<file path="src/usart_tx_defines.svh">
// offsets, field positions, reset values of the transmitter
`ifndef USART_TX_DEFINES_SVH
`define USART_TX_DEFINES_SVH
`define TXS_ADDR_W 4
`define TXS_OFS_CTRL 4'hc
`define TXS_OFS_SYNC 4'hd
`define TXS_OFS_STAT 4'he
`define TXS_OFS_DATA 4'hf
`define TXS_STAT_BE 7
`define TXS_STAT_UE 6
`define TXS_STAT_AT 5
`define TXS_STAT_END 4
`define TXS_STAT_BRK 3
`define TXS_STAT_HI 2
`define TXS_STAT_LO 1
`define TXS_STAT_XE 0
`define TXS_CTRL_ASYNC 0
`define TXS_CTRL_PAR_EN 1
`define TXS_CTRL_PAR_EVEN 2
`define TXS_CTRL_WL_LO 3
`define TXS_CTRL_WL_HI 4
`define TXS_CTRL_RST 8'h01
`define TXS_SYNC_RST 8'h00
`define TXS_DATA_RST 8'h00
`define TXS_WORD_MAX 4'h8
`endif

</file>
<file path="src/usart_tx_pkg.sv">
// types shared by the transmitter design
package usart_tx_pkg;
    typedef enum {TX_OFF, TX_RUN} tx_state_t;
    typedef enum {FK_NONE, FK_LEAD, FK_DATA, FK_SYNC, FK_BREAK} frame_kind_t;
    typedef struct packed {
        logic [2:0] rsvd;
        logic [1:0] wl_code;
        logic par_even;
        logic par_en;
        logic async_fmt;
    } ctrl_t;
    typedef struct packed {
        logic be;
        logic starved;
        logic at;
        logic done;
        logic brk;
        logic hi;
        logic lo;
        logic xe;
    } stat_t;
endpackage
</file>
<file path="src/usart_tx.sv">
// usart transmitter with status/control, async format break, idle select and loopback
//
// Local design decision: the address-and-strobe port.
`timescale 1ns/1ps
`include "usart_tx_defines.svh"

module usart_tx
    import usart_tx_pkg::*;
#(
    parameter int FRAME_W = 12
)
(
    input wire logic i_clock,
    input wire logic i_rst_b,
    input wire logic [`TXS_ADDR_W-1:0] i_addr,
    input wire logic [7:0] i_wdata,
    input wire logic i_wr,
    input wire logic i_rd,
    output logic [7:0] o_rdata,
    input wire logic i_tx_clock_pin,
    output logic o_txd,
    output logic o_txd_oe,
    output logic o_loop_en,
    output logic o_loop_rx_data,
    output logic o_loop_rx_clock,
    output logic o_rx_enable_pulse,
    output logic o_buf_empty_irq,
    output logic o_tx_error_irq
);

    // ==========================================================
    // parameter check
    generate
        if (FRAME_W < 11)
        begin : g_frame_chk
            $error("FRAME_W too small for longest frame");
        end
    endgenerate

    // ==========================================================
    // state
    ctrl_t ctrl_q;
    stat_t stat_q;
    tx_state_t state_q;
    frame_kind_t kind_q;
    frame_kind_t next_kind;
    logic [7:0] sync_q;
    logic [7:0] usart_data_reg_q;
    logic buf_full_q;
    logic lead_q;
    logic armed_q;
    logic line_q;
    logic [FRAME_W-1:0] shift_q;
    logic [3:0] cnt_q;
    logic tc_s1_q;
    logic tc_s2_q;
    logic tc_s3_q;
    logic tc_lvl_q;
    logic be_prev_q;
    logic ue_prev_q;
    logic done_prev_q;
    logic brk_evt_q;
    logic [3:0] wl;
    logic brk_eff;
    logic tick;
    logic boundary;
    logic stop_evt;
    logic take_data;
    logic starve_evt;
    logic wr_stat;
    logic wr_data;
    logic xe_rise;
    logic [FRAME_W-1:0] frame_d;
    logic [3:0] len_d;

    assign wl = `TXS_WORD_MAX - {2'b00, ctrl_q.wl_code};
    assign brk_eff = stat_q.brk & ctrl_q.async_fmt;
    assign wr_stat = i_wr & (i_addr == `TXS_OFS_STAT);
    assign wr_data = i_wr & (i_addr == `TXS_OFS_DATA);
    assign xe_rise = wr_stat & i_wdata[`TXS_STAT_XE] & ~stat_q.xe;

    // ==========================================================
    // shift clock pin synchroniser
    always_ff @(posedge i_clock)
    begin
        if (!i_rst_b)
        begin
            tc_s1_q <= 1'b0;
            tc_s2_q <= 1'b0;
            tc_s3_q <= 1'b0;
            tc_lvl_q <= 1'b0;
        end
        else
        begin
            tc_s1_q <= i_tx_clock_pin;
            tc_s2_q <= tc_s1_q;
            tc_s3_q <= tc_s2_q;
            if (tc_s2_q == tc_s3_q)
            begin
                tc_lvl_q <= tc_s3_q;
            end
        end
    end

    assign tick = (tc_s2_q == tc_s3_q) & tc_s3_q & ~tc_lvl_q;
    assign boundary = tick & (state_q == TX_RUN) & (cnt_q <= 4'd1);
    assign stop_evt = boundary & ~stat_q.xe;

    // ==========================================================
    // next character choice
    always_comb
    begin
        next_kind = FK_NONE;
        if (stat_q.xe)
        begin
            if (lead_q || (kind_q == FK_BREAK && !brk_eff))
            begin
                next_kind = FK_LEAD;
            end
            else if (brk_eff)
            begin
                next_kind = FK_BREAK;
            end
            else if (buf_full_q)
            begin
                next_kind = FK_DATA;
            end
            else if (!ctrl_q.async_fmt)
            begin
                next_kind = FK_SYNC;
            end
        end
    end

    assign take_data = boundary & (next_kind == FK_DATA);
    assign starve_evt = boundary & stat_q.xe & armed_q & ((next_kind == FK_SYNC) | (next_kind == FK_NONE));

    // ==========================================================
    // frame assembly
    always_comb
    begin
        logic [7:0] word;
        logic [7:0] mask;
        logic par;
        word = 8'h00;
        mask = 8'hff >> (4'd8 - wl);
        par = 1'b0;
        frame_d = '0;
        len_d = wl + {3'b000, ctrl_q.par_en} + (ctrl_q.async_fmt ? 4'd2 : 4'd0);
        if (next_kind == FK_LEAD)
        begin
            frame_d[0] = 1'b1;
            len_d = 4'd1;
        end
        else if (next_kind == FK_DATA || next_kind == FK_SYNC)
        begin
            word = (next_kind == FK_SYNC) ? sync_q : usart_data_reg_q;
            frame_d[7:0] = word & mask;
            par = (^(word & mask)) ^ ~ctrl_q.par_even;
            // sync parity from stored bit below eight
            if (next_kind == FK_SYNC && wl != `TXS_WORD_MAX)
            begin
                par = word[wl[2:0]];
            end
            if (ctrl_q.par_en)
            begin
                frame_d[wl] = par;
            end
            if (ctrl_q.async_fmt)
            begin
                frame_d[wl + {3'b000, ctrl_q.par_en}] = 1'b1;
                frame_d = frame_d << 1;
            end
        end
    end

    // ==========================================================
    // shift engine
    always_ff @(posedge i_clock)
    begin
        if (!i_rst_b)
        begin
            state_q <= TX_OFF;
            kind_q <= FK_NONE;
            shift_q <= '0;
            cnt_q <= 4'd0;
            line_q <= 1'b1;
        end
        else if (state_q == TX_OFF)
        begin
            line_q <= 1'b1;
            cnt_q <= 4'd0;
            kind_q <= FK_NONE;
            if (stat_q.xe)
            begin
                state_q <= TX_RUN;
            end
        end
        else if (tick && cnt_q > 4'd1)
        begin
            shift_q <= shift_q >> 1;
            line_q <= shift_q[1];
            cnt_q <= cnt_q - 4'd1;
        end
        else if (boundary)
        begin
            if (!stat_q.xe)
            begin
                state_q <= TX_OFF;
                cnt_q <= 4'd0;
                line_q <= 1'b1;
                kind_q <= FK_NONE;
            end
            else if (next_kind == FK_NONE)
            begin
                cnt_q <= 4'd0;
                line_q <= 1'b1;
                kind_q <= FK_NONE;
            end
            else
            begin
                shift_q <= frame_d;
                line_q <= frame_d[0];
                cnt_q <= len_d;
                kind_q <= next_kind;
            end
        end
    end

    // ==========================================================
    // lead bit and underrun arming
    always_ff @(posedge i_clock)
    begin
        if (!i_rst_b)
        begin
            lead_q <= 1'b0;
            armed_q <= 1'b0;
        end
        else
        begin
            if (xe_rise)
            begin
                lead_q <= 1'b1;
            end
            else if (boundary && next_kind == FK_LEAD)
            begin
                lead_q <= 1'b0;
            end
            if (!stat_q.xe || starve_evt)
            begin
                armed_q <= 1'b0;
            end
            else if (boundary && (next_kind == FK_DATA || next_kind == FK_BREAK))
            begin
                armed_q <= 1'b1;
            end
        end
    end

    // ==========================================================
    // transmit buffer
    always_ff @(posedge i_clock)
    begin
        if (!i_rst_b)
        begin
            usart_data_reg_q <= `TXS_DATA_RST;
            buf_full_q <= 1'b0;
        end
        else if (wr_data)
        begin
            usart_data_reg_q <= i_wdata;
            buf_full_q <= 1'b1;
        end
        else if (take_data)
        begin
            buf_full_q <= 1'b0;
        end
    end

    // ==========================================================
    // configuration registers
    always_ff @(posedge i_clock)
    begin
        if (!i_rst_b)
        begin
            ctrl_q <= `TXS_CTRL_RST;
            sync_q <= `TXS_SYNC_RST;
        end
        else if (i_wr && i_addr == `TXS_OFS_CTRL)
        begin
            ctrl_q <= {3'b000, i_wdata[`TXS_CTRL_WL_HI:0]};
        end
        else if (i_wr && i_addr == `TXS_OFS_SYNC)
        begin
            sync_q <= i_wdata & (8'hff >> (4'd8 - wl - {3'b000, ctrl_q.par_en & (wl != `TXS_WORD_MAX)}));
        end
    end

    // ==========================================================
    // status and control bits
    always_ff @(posedge i_clock)
    begin
        if (!i_rst_b)
        begin
            stat_q <= '0;
            stat_q.be <= 1'b1;
        end
        else
        begin
            if (wr_stat)
            begin
                stat_q.at <= i_wdata[`TXS_STAT_AT];
                stat_q.brk <= i_wdata[`TXS_STAT_BRK];
                stat_q.hi <= i_wdata[`TXS_STAT_HI];
                stat_q.lo <= i_wdata[`TXS_STAT_LO];
                stat_q.xe <= i_wdata[`TXS_STAT_XE];
            end
            if (wr_data)
            begin
                stat_q.be <= 1'b0;
            end
            else if (take_data)
            begin
                stat_q.be <= 1'b1;
            end
            if (starve_evt)
            begin
                stat_q.starved <= 1'b1;
            end
            else if ((i_rd && i_addr == `TXS_OFS_STAT) || !stat_q.xe)
            begin
                stat_q.starved <= 1'b0;
            end
            if (stop_evt)
            begin
                stat_q.done <= 1'b1;
            end
            else if (xe_rise)
            begin
                stat_q.done <= 1'b0;
            end
        end
    end

    // ==========================================================
    // register read port
    always_ff @(posedge i_clock)
    begin
        if (!i_rst_b)
        begin
            o_rdata <= 8'h00;
        end
        else if (i_rd)
        begin
            unique case (i_addr)
                `TXS_OFS_STAT: o_rdata <= stat_q;
                `TXS_OFS_CTRL: o_rdata <= ctrl_q;
                `TXS_OFS_SYNC: o_rdata <= sync_q;
                `TXS_OFS_DATA: o_rdata <= usart_data_reg_q;
                default: o_rdata <= 8'h00;
            endcase
        end
        else
        begin
            o_rdata <= 8'h00;
        end
    end

    // ==========================================================
    // line output, idle select and loopback
    always_ff @(posedge i_clock)
    begin
        if (!i_rst_b)
        begin
            o_txd <= 1'b0;
            o_txd_oe <= 1'b0;
            o_loop_en <= 1'b0;
            o_loop_rx_data <= 1'b1;
            o_loop_rx_clock <= 1'b0;
        end
        else
        begin
            o_loop_en <= stat_q.hi & stat_q.lo;
            o_loop_rx_data <= (state_q == TX_RUN) ? line_q : 1'b1;
            o_loop_rx_clock <= tc_lvl_q;
            if (state_q == TX_RUN)
            begin
                o_txd <= line_q;
                o_txd_oe <= 1'b1;
            end
            else
            begin
                o_txd <= stat_q.hi;
                o_txd_oe <= stat_q.hi | stat_q.lo;
            end
        end
    end

    // ==========================================================
    // interrupt channels and turnaround
    always_ff @(posedge i_clock)
    begin
        if (!i_rst_b)
        begin
            be_prev_q <= 1'b1;
            ue_prev_q <= 1'b0;
            done_prev_q <= 1'b0;
            brk_evt_q <= 1'b0;
            o_buf_empty_irq <= 1'b0;
            o_tx_error_irq <= 1'b0;
            o_rx_enable_pulse <= 1'b0;
        end
        else
        begin
            be_prev_q <= stat_q.be;
            ue_prev_q <= stat_q.starved;
            done_prev_q <= stat_q.done;
            brk_evt_q <= boundary & (kind_q == FK_BREAK);
            o_buf_empty_irq <= stat_q.be & ~be_prev_q;
            o_tx_error_irq <= (stat_q.starved & ~ue_prev_q) | (stat_q.done & ~done_prev_q) | brk_evt_q;
            o_rx_enable_pulse <= stop_evt & stat_q.at;
        end
    end

endmodule

</file>
<file path="config.mk">
export PLATFORM = sky130hd
export DESIGN_NAME = usart_tx
export DESIGN_NICKNAME = d
export VERILOG_FILES = /design/src/usart_tx_pkg.sv /design/src/usart_tx.sv
export VERILOG_INCLUDE_DIRS = /design/src
export SDC_FILE = /design/constraint.sdc
export NUM_CORES = 1
export LEC_CHECK = 0
export ABC_CLOCK_PERIOD_IN_PS = 4300
export BUFFER_PORTS_ARGS = -buffer_cell sky130_fd_sc_hd__clkbuf_2
export CORE_MARGIN = 8
export CORE_UTILIZATION = 58
export DETAILED_ROUTE_END_ITERATION = 10
export GPL_TIMING_DRIVEN = 0
export PLACE_DENSITY_LB_ADDON = 0.1
export SLEW_MARGIN = 25
export SYNTH_ARGS = -nofsm -noshare
export SYNTH_HDL_FRONTEND = slang
export SYNTH_SLANG_ARGS = --single-unit
</file>
<file path="constraint.sdc">
create_clock -name i_clock -period 4.3 [get_ports i_clock]
set_input_delay 0.86 -clock i_clock [delete_from_list [all_inputs] [get_ports i_clock]]
set_output_delay 0.86 -clock i_clock [all_outputs]
set_load 0.05 [all_outputs]
</file>
# Yosys cells after proc, flatten, opt, wreduce, memory -nomap -nowiden
# Index checks and enable logic that the tools add are counted.
# word_totals
in_bits	17
word_cells	201
ff_bits	137
# classes
mux	57
eq_ne	16
n_addsub	6
n_reduce_logical	35
shifts	2
bitwise_logic	39
order_cmp	7
# op_table
cell	n
2-to-1 mux 32 bit	7
2-to-1 mux 12 bit	9
== test 32 x 2 -> 1 bit (second input constant)	2
== test 32 x 3 -> 1 bit (second input constant)	2
== test 32 x 4 -> 1 bit (second input constant)	2
zero test 32 bit	2
case mux 8 bit (4 select lines)	1
2-to-1 mux 1 bit	23
AND 1 bit	21
2-to-1 mux 4 bit	5
AND 8 bit	2
== test 4 bit (second input constant)	4
>> shifter 8 x 4 -> 8 bit (first input constant)	2
nonzero test 2 bit	7
bitwise mux 12 bit	1
2-to-1 mux 11 bit	1
OR 11 bit	1
logical AND 1 bit	10
less-than comparator 4 x 5 -> 1 bit (second input constant)	2
NOT 1 bit	10
2-to-1 mux 3 bit	3
demux 1 bit (select 4 bit)	2
greater-or-equal comparator 4 x 1 -> 1 bit (second input constant)	2
2-to-1 mux 8 bit	1
23 further kinds	40

# Depth between registers and ports, before layout
# logic_depth
ltp_word	26
depth_mapped	10

# Worst setup path after synthesis
# OpenSTA, ideal clock, no wires.
# synth_timing
path_type	register -> register
start	register ctrl_q[3] (netlist bit)
end	register shift_q[6]
arrival_time_ns	2.690
path_slack_ns	1.540
path_stages_with_launch	11
required_time_ns	4.230
cell_sequence	dfxtp_1 -> inv_1 -> ha_1 -> nand2_1 -> xnor3_1 -> mux2i_1 -> xnor2_1 -> xnor3_1 -> o21a_1 -> or3b_1 -> a21oi_1
# synth_between
elab_chain_len	21
word_cells_on_any_way	36
classes_between	3 x add/sub; 4 x order compare; 1 x eq/ne; 1 x shift; 20 x mux; 3 x bitwise; 4 x reduce/logical
# synth_lines
element	line	text
from (decl)	usart_tx.sv:42	ctrl_t ctrl_q;
from (signal assigned)	usart_tx.sv:286	ctrl_q <= `TXS_CTRL_RST;
from (signal assigned)	usart_tx.sv:291	ctrl_q <= {3'b000, i_wdata[`TXS_CTRL_WL_HI:0]};
subtractor 4 x 2 -> 4 bit (no source line) (*)	-	
subtractor 4 bit	usart_tx.sv:146	mask = 8'hff >> (4'd8 - wl);
>> shifter 8 x 4 -> 8 bit	usart_tx.sv:146	
AND 8 bit	usart_tx.sv:158, usart_tx.sv:159	
parity 8 bit	usart_tx.sv:159	par = (^(word & mask)) ^ ~ctrl_q.par_even;
XOR 1 bit	usart_tx.sv:159	
2-to-1 mux 1 bit	usart_tx.sv:161	if (next_kind == FK_SYNC && wl != `TXS_WORD_MAX)
2-to-1 mux 1 bit	usart_tx.sv:155	else if (next_kind == FK_DATA || next_kind == FK_SYNC)
(+5 left out)	-	
OR 11 bit (no source line)	-	
2-to-1 mux 12 bit (*)	usart_tx.sv:169	if (ctrl_q.async_fmt)
2-to-1 mux 12 bit (*)	usart_tx.sv:155	
2-to-1 mux 11 bit (*)	usart_tx.sv:150	if (next_kind == FK_LEAD)
2-to-1 mux 12 bit (*)	usart_tx.sv:214	else if (next_kind == FK_NONE)
2-to-1 mux 12 bit (*)	usart_tx.sv:207	if (!stat_q.xe)
2-to-1 mux 12 bit (*)	usart_tx.sv:205	else if (boundary)
2-to-1 mux 12 bit (*)	usart_tx.sv:199	else if (tick && cnt_q > 4'd1)
to (signal assigned)	usart_tx.sv:201	shift_q <= shift_q >> 1;
to (signal assigned)	usart_tx.sv:222	shift_q <= frame_d;
to (decl)	usart_tx.sv:53	logic [FRAME_W-1:0] shift_q;
# Every way passes the cells marked *; elsewhere a longest branch is shown, timed or not. The select of a mux whose other input is x is not followed.
# A chain may end at the register's enable or synchronous reset.

# Final worst setup path
# Same ends and word-level chain as after synthesis.

==> flow_summary.yaml <==
clocking:
  cts_tree: "done"
  cts_max_path_buffers: 2
  cts_sinks: 76
  clkTransAtPathRegs_ns: 0.08
  cts_max_level: 3
  post_cts_buffers: 0
  root_buffer: "clkbuf_8"
  cts.repair.resized: 0
  hold_buffers: 0
  cts_made_buffers: 9
  clk_latency_ns: 0.36
synthesis:
  synthCells: 443
  synth_edf_count: 0
  synth_top_area_frac: 0.383
  synth-seq-area-share: 0.383
  synth-simple-area-share: 0.227
  avgSynthCellArea_um2: 8.97
  synth_ff_type: "dfxtp_1"
  synth.area.mux_share: 0.0863
  synth_top_family_by_area: "simple AND/OR/NAND/NOR gates"
  async_reset_ff_frac: 0
  synth.most_common_cell: "dfxtp_1"
  synth_nets: 477
  synth_area_um2: 3970
  synth_compound_area_frac: 0.182
  synth_cell_types: 63
  synth_seq_cells: 76
  yosysWarnings: 0
  synth_top_area_cell: "dfxtp_1"
  synthTopCellsByArea: "dfxtp_1 38%, nand2_1 5.1%, ha_1 5.0%, nor2b_1 4.9%, mux2i_1 4.3%"
  synth_fa_ha_area_frac: 0.0554
  yosys.area_share.xor_xnor: 0.0324
  ys_top_cells_by_count: "76 x dfxtp_1, 54 x nand2_1, 31 x a21oi_1, 31 x nor2b_1, 24 x nor2_1"
grt:
  overflow: 0
  grt_util_all_layers: 0.220
  grt_max_degree: 15
  grt_pass1_wl_um: 17000
  grt_pass1_vias: 3267
  grt_antenna_before_repair: 0
pwr:
  irDropWorstVdd_mv: 0.224
  leakage_nw: 1.72
  power_w: 0.00136
  powerDensity_nw_per_um2: 306
sta:
  tns_ns: 0
  max_freq_ghz: 0.319
  hold_violations: 0
  timing.final.crit_share: 0.730
  finClkSkew_ns: 0.0152
  period_minus_slack_ns: 3.14
  setup_violations: 0
  maxSlewHeadroom: 0.468
  rsz0062_at_grt: "false"
  slew_violations: 0
  hold_slack_ns: 0.461
  worst_slew_pin_slew_ns: 0.797
run:
  cap_viol_max_count: 0
setup_path:
  r2r-start: "ctrl_q[3]"
  reg2reg_to: "shift_q[6]"
  cp_slowest_cell: "dfxtp_1"
  crit_fanout: 12
  critPathLaunchType: "flop"
  critPathBufInv: 1
  cp.required_ns: 4.58
  critPathMaxStageDelay_ns: 0.61
  worst_path_dominant_cell_family: "XOR/XNOR gates"
  crit_top_cell: "xnor3_1"
  r2r_slack_ns: 1.16
  worstSetupPathType: "flop to flop"
  cp_cell_sequence: "inv_1 > ha_1 > nand2_1 > xnor3_1 > mux2i_1 > xnor2_1 > xnor3_1 > o21a_1 > or3b_1 > a21oi_1"
  end_kind: "flop"
  arrival_ns: 3.42
  rr_worst_depth: 10
min_path:
  hp-start: "tc_s1_q"
  hold_path_depth: 1
  hold_end: "tc_s2_q"
  hp-class: "flop to flop"
cells_and_area:
  postLayoutCellArea_um2: 4430
  syn_to_final_growth_pct: 11.6
  diodes: 0
  multi_input_area_um2: 2320
  finalNonFillerCells: 571
  final_layout_size_suffix_gt1_frac: 0.132
  fill_cells: 569
  regArea_um2: 1520
  nets: 520
floorplanning:
  core_um2: 6720
  initial_utilization: 0.591
  dieArea_um2: 9760
  die_h_um: 98.8
  rows: 30
  ios: 33
  die_x_um: 98.8
drt:
  final_antenna_net_count: 0
  routed_wl_um: 10300
  drc_errors: 0
  num_vias: 3419
  wl_per_cell_um: 18.1
  routed_via_density: 5.99
  drt_iter0_markers: 229
  dr.pass1.iters: 6
placement:
  place_inst: 555
  place.gp.congestion: 0.906
  dp_hpwl_um: 7660
  port_buffers: 32
  dpl-instance-area_um2: 4230
outcome:
  status: "completed"
## worst max-delay path by stage
stage,endpoint,slack (ns),from,cells past startpoint
finish,shift_q[6],1.16,ctrl_q[3],10
global route,shift_q[7],0.86,ctrl_q[3],10
CTS,shift_q[6],1.15,ctrl_q[3],10
detailed placement,shift_q[7],1.17,ctrl_q[3],10
global placement,shift_q[6],1.23,ctrl_q[3],10
floorplan,shift_q[6],1.54,ctrl_q[3],10
## placed cells by master (no fill, tap or decap), types with 3 or more instances in the layout
cell,instances
a211oi_1,3
a21boi_0,8
a21oi_1,31
a22oi_1,6
a31oi_1,6
and2_1,10
and3_1,4
clkbuf_1,19
clkbuf_2,32
clkbuf_8,9
dfxtp_1,76
ha_1,16
inv_1,14
mux2i_1,17
mux4_2,6
nand2_1,54
nand2b_1,5
nand3_1,9
nor2_1,24
nor2b_1,31
nor3_1,3
nor3b_1,8
nor4_1,3
o211a_1,4
o211ai_1,6
o21a_1,3
o21ai_0,19
o31ai_1,3
or3_1,3
xnor2_1,7
xnor3_1,3
## final cells by class
cell class,count,area share
buffer,20,0.0186
clock inverter,6,0.0161
timing repair buffer,32,0.0361
multi-input combinational,333,0.523
sequential,76,0.343
clock buffer,10,0.0288
tap,80,0.0226
inverter,14,0.0119
## registers in the layout (all words and copies together), names as in the netlist, 3 cells and up
name	flops
shift_q	11
o_rdata	8
stat_q	8
sync_q	8
usart_data_reg_q	8
ctrl_q	5
cnt_q	4
kind_q	3
## metal layers
layer	up-vias	share of wire	track usage
met2	137	0.47	0.347
li1	1664	-	-
met1	1597	0.43	0.290
met5	-	0	0
met3	21	0.078	0.0331
met4	0	0.024	0.0956
## per-stage QoR
step / utilization / worst slack, ns
after floorplan: - / 1.54
after global placement: 0.630 / 1.23
after detailed placement: 0.630 / 1.17
after CTS: 0.660 / 1.15
after global routing: 0.660 / 0.865
final: 0.660 / 1.16
## power breakdown
group          switching, W  internal, W  total [W]  leakage (nW)
Clock              0.000279     0.000273   0.000553        0.0935
Sequential       0.00000961     0.000710   0.000720         0.614
Combinational     0.0000476    0.0000363  0.0000839          1.01
## cell families (layout without fill, tap and decap cells)
group,after synthesis,count (layout)
xor gates and xnor gates,10,10
AOI/OAI and AO/OA,110,110
and+or+nand+nor,170,170
buffers and inverters,34,82
DFF,76,76
muxes,26,26
adders and majority gates,17,17
## worst reg2reg max path, stage by stage, from the launching register on
cell	delay, ns
dfxtp_1	0.61
inv_1	0.18
ha_1	0.28
nand2_1	0.08
xnor3_1	0.38
mux2i_1	0.17
xnor2_1	0.17
xnor3_1	0.41
o21a_1	0.23
or3b_1	0.40
a21oi_1	0.17
Power figures use the tool's default switching activity.
